### src/common/lpm_pkg.sv
package lpm_pkg;

    // power state encoding
    typedef enum logic [2:0] {
        ST_RUN        = 3'h0,
        ST_SLEEP      = 3'h1,
        ST_DEEP       = 3'h2,
        ST_STANDBY    = 3'h3,
        ST_POR        = 3'h4
    } pwr_state_t;

    // entry request from the core
    typedef enum logic [1:0] {
        REQ_NONE      = 2'h0,
        REQ_SLEEP     = 2'h1,
        REQ_DEEP      = 2'h2,
        REQ_STANDBY   = 2'h3
    } lp_req_t;

    // system clock source select
    typedef enum logic [1:0] {
        SRC_FAST_IRC  = 2'h0,
        SRC_CRYSTAL   = 2'h1,
        SRC_PLL       = 2'h2,
        SRC_LP_IRC    = 2'h3
    } clk_src_t;

    // deep-sleep wake sources of the external interrupt controller
    typedef struct packed {
        logic [15:0] ext_line;
        logic        cal_alarm;
        logic        tamper_tstamp;
        logic        slow_xtal_stuck;
        logic        volt_det;
        logic        cmp_out;
        logic        temp_wake;
        logic        cal_wake;
        logic        can_wake;
        logic        i2c_wake;
        logic        usart_wake;
        logic        usb_wake;
    } deep_wake_t;

    // standby wake sources
    typedef struct packed {
        logic ext_reset_pin;
        logic calendar;
        logic watchdog_rst;
        logic wake_pin;
        logic lockup_mon;
    } stby_wake_t;

    // clock and power enables driven out
    typedef struct packed {
        logic core_clk_en;
        logic periph_clk_en;
        logic core_dom_clk_en;
        logic lp_irc_en;
        logic fast_irc_en;
        logic crystal_en;
        logic pll_en;
        logic regulator_en;
        logic core_pwr_en;
        logic retain;
    } pwr_ctl_t;

    localparam pwr_state_t STATE_RST   = ST_RUN;
    localparam clk_src_t   SRC_RST     = SRC_FAST_IRC;
    localparam pwr_ctl_t   CTL_RUN     = 10'h3FF;
    // power-on restart hold after standby wake
    localparam int         POR_NS      = 100;
    localparam int         CLK_NS      = 5;
    localparam int         POR_CYC     = (POR_NS + CLK_NS - 1) / CLK_NS;
    localparam logic [7:0] POR_CNT_MAX = 8'(POR_CYC - 1);

endpackage : lpm_pkg

### src/hdl/low_power_mode_controller.sv
`timescale 1ns/1ps
module low_power_mode_controller
    import lpm_pkg::*;
(
    input  wire logic       clk,          // system clock
    input  wire logic       rst,          // async reset, active high
    input  wire lp_req_t    lp_req,       // entry request pulse from the core
    input  wire clk_src_t   src_sel,      // clock source software selected
    input  wire logic       any_event,    // any interrupt or event (sleep wake)
    input  wire deep_wake_t deep_wake,    // deep-sleep wake sources
    input  wire stby_wake_t stby_wake,    // standby wake sources
    output pwr_state_t      state,        // current power state
    output pwr_ctl_t        pwr_ctl,      // clock and power enables
    output clk_src_t        sys_src,      // active system clock source
    output logic            por_rst       // power-on reset to the core domain
);

    ////////////////////////////////////////////////////////////////////////////
    pwr_state_t state_r, state_nxt;
    clk_src_t   src_r, src_nxt;
    clk_src_t   sel_seen_r, sel_seen_nxt;
    pwr_ctl_t   ctl_r, ctl_nxt;
    logic [7:0] cnt_r, cnt_nxt;
    logic       por_r, por_nxt;

    // enables per state; a function so state and output stay consistent
    function automatic pwr_ctl_t ctl_of(input pwr_state_t s);
        pwr_ctl_t c;
        c = CTL_RUN;
        case (s)
            ST_SLEEP: begin
                c.core_clk_en = 1'b0;
            end
            ST_DEEP: begin
                c.core_clk_en     = 1'b0;
                c.periph_clk_en   = 1'b0;
                c.core_dom_clk_en = 1'b0;
                c.lp_irc_en       = 1'b0;
                c.fast_irc_en     = 1'b0;
                c.crystal_en      = 1'b0;
                c.pll_en          = 1'b0;
                c.retain          = 1'b1;
            end
            ST_STANDBY, ST_POR: begin
                c             = '0;
                c.retain      = 1'b0;
            end
            default: c = CTL_RUN;
        endcase
        return c;
    endfunction : ctl_of

    ////////////////////////////////////////////////////////////////////////////
    // next state; RUN checks only requests and each low-power state only its own wake, so a wake that arrives in RUN is dropped
    always_comb begin
        state_nxt = state_r;
        src_nxt      = src_r;
        sel_seen_nxt = src_sel;
        cnt_nxt      = cnt_r;
        por_nxt      = 1'b0;
        case (state_r)
            ST_RUN: begin
                // only a new selection moves the source, so the forced switch to
                // the fast oscillator holds until software selects again; a change
                // made while the core clock is off is not seen
                if (src_sel != sel_seen_r) begin
                    src_nxt = src_sel;
                end
                case (lp_req)
                    REQ_SLEEP:   state_nxt = ST_SLEEP;
                    REQ_DEEP:    state_nxt = ST_DEEP;
                    REQ_STANDBY: state_nxt = ST_STANDBY;
                    default:     state_nxt = ST_RUN;
                endcase
            end
            ST_SLEEP: begin
                if (any_event) begin
                    state_nxt = ST_RUN;
                end
            end
            ST_DEEP: begin
                if (|deep_wake) begin
                    state_nxt = ST_RUN;
                    src_nxt   = SRC_FAST_IRC;
                end
            end
            ST_STANDBY: begin
                if (|stby_wake) begin
                    state_nxt = ST_POR;
                    cnt_nxt   = '0;
                    por_nxt   = 1'b1;
                end
            end
            ST_POR: begin
                // hold reset a fixed time; core restarts from reset vector
                por_nxt = (cnt_r != POR_CNT_MAX);
                cnt_nxt = cnt_r + 8'h01;
                if (cnt_r == POR_CNT_MAX) begin
                    state_nxt = ST_RUN;
                    src_nxt   = SRC_RST;
                end
            end
            default: state_nxt = ST_RUN;
        endcase
        ctl_nxt = ctl_of(state_nxt);
    end

    // registers only; outputs come straight from these flops
    always_ff @(posedge clk or posedge rst) begin
        if (rst) begin
            state_r <= STATE_RST;
            src_r   <= SRC_RST;
            sel_seen_r <= SRC_RST;
            ctl_r   <= CTL_RUN;
            cnt_r   <= 8'h00;
            por_r   <= 1'b0;
        end else begin
            state_r <= state_nxt;
            src_r   <= src_nxt;
            sel_seen_r <= sel_seen_nxt;
            ctl_r   <= ctl_nxt;
            cnt_r   <= cnt_nxt;
            por_r   <= por_nxt;
        end
    end

    assign state   = state_r;
    assign pwr_ctl = ctl_r;
    assign sys_src = src_r;
    assign por_rst = por_r;

    ////////////////////////////////////////////////////////////////////////////
    // checker helper: counts cycles of restart reset independently of cnt_r
    logic [7:0] por_seen_r, por_seen_nxt;

    always_comb begin
        por_seen_nxt = por_r ? por_seen_r + 8'h01 : 8'h00;
    end

    always_ff @(posedge clk or posedge rst) begin
        if (rst) begin
            por_seen_r <= 8'h00;
        end else begin
            por_seen_r <= por_seen_nxt;
        end
    end
endmodule : low_power_mode_controller

### config.mk
export PLATFORM = sky130hd
export DESIGN_NAME = low_power_mode_controller
export DESIGN_NICKNAME = d
export VERILOG_FILES = /design/src/common/lpm_pkg.sv /design/src/hdl/low_power_mode_controller.sv
export SDC_FILE = /design/constraint.sdc
export NUM_CORES = 1
export LEC_CHECK = 0
export BUFFER_PORTS_ARGS = -buffer_cell sky130_fd_sc_hd__buf_2
export CORE_UTILIZATION = 45
export DETAILED_ROUTE_END_ITERATION = 8
export PLACE_DENSITY = 0.89
export SLEW_MARGIN = 20
export SYNTH_ARGS = -nofsm -noshare
export SYNTH_HDL_FRONTEND = slang
export SYNTH_SLANG_ARGS = --single-unit
### constraint.sdc
create_clock -name clk -period 5.4 [get_ports clk]
set_clock_uncertainty 0.15 [all_clocks]
set_input_delay 0.54 -clock clk [delete_from_list [all_inputs] [get_ports clk]]
set_output_delay 0.54 -clock clk [all_outputs]
set_load 0.02 [all_outputs]
## Yosys cells after proc, flatten, opt, wreduce, memory -nomap -nowiden

Cells that the tools add are included.

| word-level totals | value |
|---|---|
| flip-flop bits (word level) | 26 |
| output and inout port bits | 16 |

| cells by class | value |
|---|---|
| add/sub/neg operators | 1 |
| equality and inequality tests | 18 |
| muxes and demuxes | 18 |
| reduce and logical (&&, ||, !) cells | 10 |

Operator list:

| operator | count |
|---|---|
| 27-bit OR reduction | 1 |
| 8-bit case mux with 2 select lines | 1 |
| 3-bit case mux with 5 select lines | 1 |
| 3-bit by 2-bit == test with 1-bit output, second input constant | 4 |
| 3-bit 2-to-1 mux | 4 |
| 2-bit case mux with 3 select lines | 2 |
| 8-bit by 1-bit adder with 8-bit output, second input constant | 1 |
| 8-bit by 5-bit == test with 1-bit output, second input constant | 1 |
| 2-bit 2-to-1 mux | 4 |
| 8-bit 2-to-1 mux | 1 |
| 2-bit inequality test, second input constant | 4 |
| 8-bit by 5-bit inequality test with 1-bit output, second input constant | 1 |
| 3-bit by 1-bit == test with 1-bit output, second input constant | 2 |
| 3-bit == test, second input constant | 2 |
| 6-bit 2-to-1 mux | 1 |
| 5-bit OR reduction | 1 |
| 2-bit == test, second input constant | 2 |
| 4-bit AND reduction | 1 |
| 4-bit OR reduction | 1 |
| 3-bit logical NOT | 1 |
| 1-bit 2-to-1 mux | 3 |
| 3-bit nonzero test | 1 |
| 3-bit OR reduction | 1 |
| 2-bit by 1-bit == test with 1-bit output, second input constant | 1 |
| 5 further kinds | 5 |

## Longest topological paths before layout

| logic depth | value |
|---|---|
| depth after elaboration | 6 |
| depth in mapped cells | 6 |

## Worst setup path before layout

No wires, ideal clock.

| path | value |
|---|---|
| kind | register to register |
| from | reg state_r[1] (netlist: state[1]) |
| to | reg cnt_r[3] |
| setup time | 83 ps |
| arrival | 1549 ps |
| required time | 5167 ps |
| path slack | 3619 ps |
| stages on the path, launching flop included | 5 |
| buffers on the path | 1 |
| clock period less this slack | 1781 ps |
| cells stage by stage | dfrtp_1 > clkbuf_1 > or3b_1 > or3_2 > o21ai_0 |

| between the ends | value |
|---|---|
| cells in the longest elaborated chain, start to end | 3 |

Ends and longest elaborated chain:

| item | line | source |
|---|---|---|
| from (decl) | low_power_mode_controller.sv:19 | `pwr_state_t state_r, state_nxt;` |
| from (signal assigned) | low_power_mode_controller.sv:118 | `state_r <= state_nxt;` |
| 3-bit by 2-bit == test with 1-bit output or 3-bit == test (tied branches) | low_power_mode_controller.sv:61 | `case (state_r)` |
| 2-bit inequality test (no source line) or 2-bit nonzero test (tied branches) | n/a |  |
| 2-bit AND reduction (no source line) | n/a |  |
| to (signal assigned) | low_power_mode_controller.sv:122 | `cnt_r <= cnt_nxt;` |
| to (decl) | low_power_mode_controller.sv:23 | `logic [7:0] cnt_r, cnt_nxt;` |

Parallel ways exist; a longest one is shown, timed or not.
A chain may end at the register's enable or synchronous reset.

## Final worst setup path

| path | value |
|---|---|
| from | reg state_r[0] (netlist: state[0]) |
| to | reg cnt_r[7] |

Same word-level chain as after synthesis.

==> impl_metrics.json <==
{
  "firstDrtPassIters": 4,
  "power.density_nw_per_um2": 177,
  "yosys.area.top_type_share_pct": 38.3,
  "fin_hold_ws_ps": 174,
  "cp-start-kind": "register",
  "die_area_um2": 2520,
  "final_antenna_net_count": 0,
  "synth_nets": 146,
  "clock_sink_count": 19,
  "drive_gt1_share_pct": 43.5,
  "syn_avg_cell_area_um2": 9.87,
  "rows": 17,
  "grt_pass1_wl_mm": 3.77,
  "crit_path_end_kind": "register",
  "setup_tns_ps": 0,
  "register_bit_total_from_synthesis": 19,
  "first_iter_violations": 18,
  "grt.overflow.total": 0,
  "post_cts_resized": 0,
  "final_cells": 182,
  "pin_count_of_the_biggest_net_entering_global_routing": 20,
  "path_clk_slew_ps": 100,
  "initial_utilization_pct": 47.7,
  "synthArstFlopShare_pct": 100,
  "leakagePower_nw": 0.669,
  "worst_slew_pin_slew_ps": 672,
  "post_cts_hold_buffer_count": 0,
  "drv_cap": 0,
  "cts-buffers-inserted": 3,
  "timing_hold_violations_final": 0,
  "post_synth_instance_area_um2": 1050,
  "post_cts.repair.setup_buffers": 0,
  "synth-edff-count": 0,
  "mostFrequentLayoutCell": "sky130_fd_sc_hd__buf_2",
  "layout_min_cycle_time_ps": 1930,
  "ios": 55,
  "worstSetupPathType": "register to register",
  "finalWeightedCongestion": 0.791,
  "crit_chain": "or3b_1, nor3_2, nand3_1, mux2i_1",
  "grt_antenna_before_repair": 0,
  "netlist_top_cells_area": "sky130_fd_sc_hd__dfrtp_1 38%, sky130_fd_sc_hd__dfstp_2 7.5%, sky130_fd_sc_hd__buf_4 5.0%",
  "synth-main-ff-cell": "sky130_fd_sc_hd__dfrtp_1",
  "drcViolationCount": 0,
  "yosys.cell_types.count": 37,
  "postRouteWirelength_mm": 2.33,
  "yosysTopAreaCell": "sky130_fd_sc_hd__dfrtp_1",
  "grtUsageTotal_pct": 20.3,
  "fin_crit_sh_pct": 35.8,
  "fmax_ghz": 0.518,
  "post_placement_setup_slack_ps": 3310,
  "layout_setup_ws_ps": 3470,
  "worst_path_max_fanout": 13,
  "worst_skew_pair.late_latency_ps": 290,
  "layout.nets": 195,
  "result_of_the_run": "completed",
  "worst-endpoint-arrival_ps": 1970,
  "placed_instance_count": 178,
  "detailed_place_hpwl_mm": 1.85,
  "ir_worst_vdd_mv": 0.143,
  "endpoints_failing_setup": 0,
  "wl_per_cell_um": 12.8,
  "cts_tree": "done",
  "synth.yosys.warnings": 0,
  "master_of_the_slowest_instance_on_the_critical_path": "sky130_fd_sc_hd__or3b_1",
  "rsz_0062_raised_after_global_routing": "false",
  "timing_max_transition_violations_final": 0,
  "critical_path.max_stage_delay_ps": 600,
  "via_count_of_the_first_global_routing_pass": 915,
  "post_drt_via_cell_ratio": 5.37,
  "worstPathRequired_ps": 5440,
  "slew_headroom_pct": 55.2,
  "htree_levels": 1,
  "most-common-layout-cells": "54 x sky130_fd_sc_hd__buf_2, 16 x sky130_fd_sc_hd__dfrtp_1, 8 x sky130_fd_sc_hd__inv_1, 8 x sky130_fd_sc_hd__nor4_1, 7 x sky130_fd_sc_hd__nand2_1",
  "clockBufferDepth": 2,
  "core_region_area_um2": 2190,
  "yosysSeqAreaShare_pct": 45.8,
  "clk_root_buffer_cell": "sky130_fd_sc_hd__clkbuf_4",
  "die-height_um": 50.2,
  "area.growth.synth_to_final_pct": 25.5,
  "num_vias": 978,
  "portBuffers": 54,
  "die_x_um": 50.2,
  "antennaDiodeCount": 0,
  "hold_path_class": "input port to asynchronous set/reset pin",
  "gate_count_of_the_mapped_netlist": 106
}
layer usage:
layer | share of wire, % | GRT usage (%)
met5 | 0 | 0
met4 | 2.4 | 12.9
met3 | 8.3 | 4.55
met2 | 51 | 36.2
met1 | 38 | 21.1
worst paths after layout:
| check | cells after the start | to | start | slack [ps] |
|---|---|---|---|---|
| max | 4 | cnt_r[7] | state[0] | 3470 |
| max reg2reg | 4 | cnt_r[7] | state[0] | 3470 |
| max in group asynchronous | 2 | sys_src[1] | rst | 4500 |
| min in group clk | 1 | sel_seen_r[0] | src_sel[0] | 240 |
| min | 2 | cnt_r[3] | rst | 170 |
| min reg2reg | 1 | cnt_r[7] | cnt_r[7] | 350 |
layout make-up:
class	instances	area (um^2)
tap	28	35.0
timing repair buffer	54	270
sequential	19	479
fill	184	878
clock inverter	1	5.00
multi-input combinational	69	470
inverter	8	30.0
clock buffer	3	22.5
per-stage QoR:
step | cell area [um^2] | util [%] | power (mW)
after global routing | 1310 | 59.9 | 0.245
after global placement | 1280 | 58.7 | 0.166
after detailed placement | 1280 | 58.7 | 0.166
after CTS | 1310 | 59.9 | 0.236
after floorplan | 1050 | - | 0.152
final | 1310 | 59.9 | 0.233
power by group:
group / total [mW] / internal (mW) / switching, mW / leakage [nW]
Sequential: 0.143 / 0.143 / 0.000299 / 0.224
Combinational: 0.0202 / 0.0118 / 0.00838 / 0.427
Clock: 0.0693 / 0.0276 / 0.0417 / 0.0177
Total: 0.233 / 0.182 / 0.0504 / 0.669
synth_stat cells (3+ instances only):
| library cell | instances |
|---|---|
| sky130_fd_sc_hd__a21oi_1 | 4 |
| sky130_fd_sc_hd__buf_4 | 7 |
| sky130_fd_sc_hd__dfrtp_1 | 16 |
| sky130_fd_sc_hd__dfstp_2 | 3 |
| sky130_fd_sc_hd__inv_1 | 8 |
| sky130_fd_sc_hd__mux2i_1 | 5 |
| sky130_fd_sc_hd__nand2_1 | 7 |
| sky130_fd_sc_hd__nand3_1 | 5 |
| sky130_fd_sc_hd__nand4_1 | 3 |
| sky130_fd_sc_hd__nor2_1 | 4 |
| sky130_fd_sc_hd__nor4_1 | 8 |
| sky130_fd_sc_hd__o21ai_0 | 4 |
registers in the layout (all words and copies together), names as in the netlist:
register and count:
state 3, por_rst 1, cnt_r 8, pwr_ctl 3, sys_src 2, sel_seen_r 2
cell families (layout without fill, tap and decap cells):
group | Yosys count | in the layout | share of synthesized area (%)
xor+xnor | 3 | 3 | 2.51
fa+ha+maj | 1 | 1 | 1.20
buf+inv | 18 | 66 | 9.21
flops | 19 | 19 | 45.8
compound gates | 19 | 19 | 11.8
mux | 5 | 5 | 4.78
simple gates | 41 | 41 | 24.6
worst max-delay path: cells and delay by family, from the launching register on:
kind / cells / cell delay (ps)
flip-flops: 1 / 490
multiplexers: 1 / 140
AND/OR/NAND/NOR: 3 / 1050
Power figures use the tool's default switching activity.
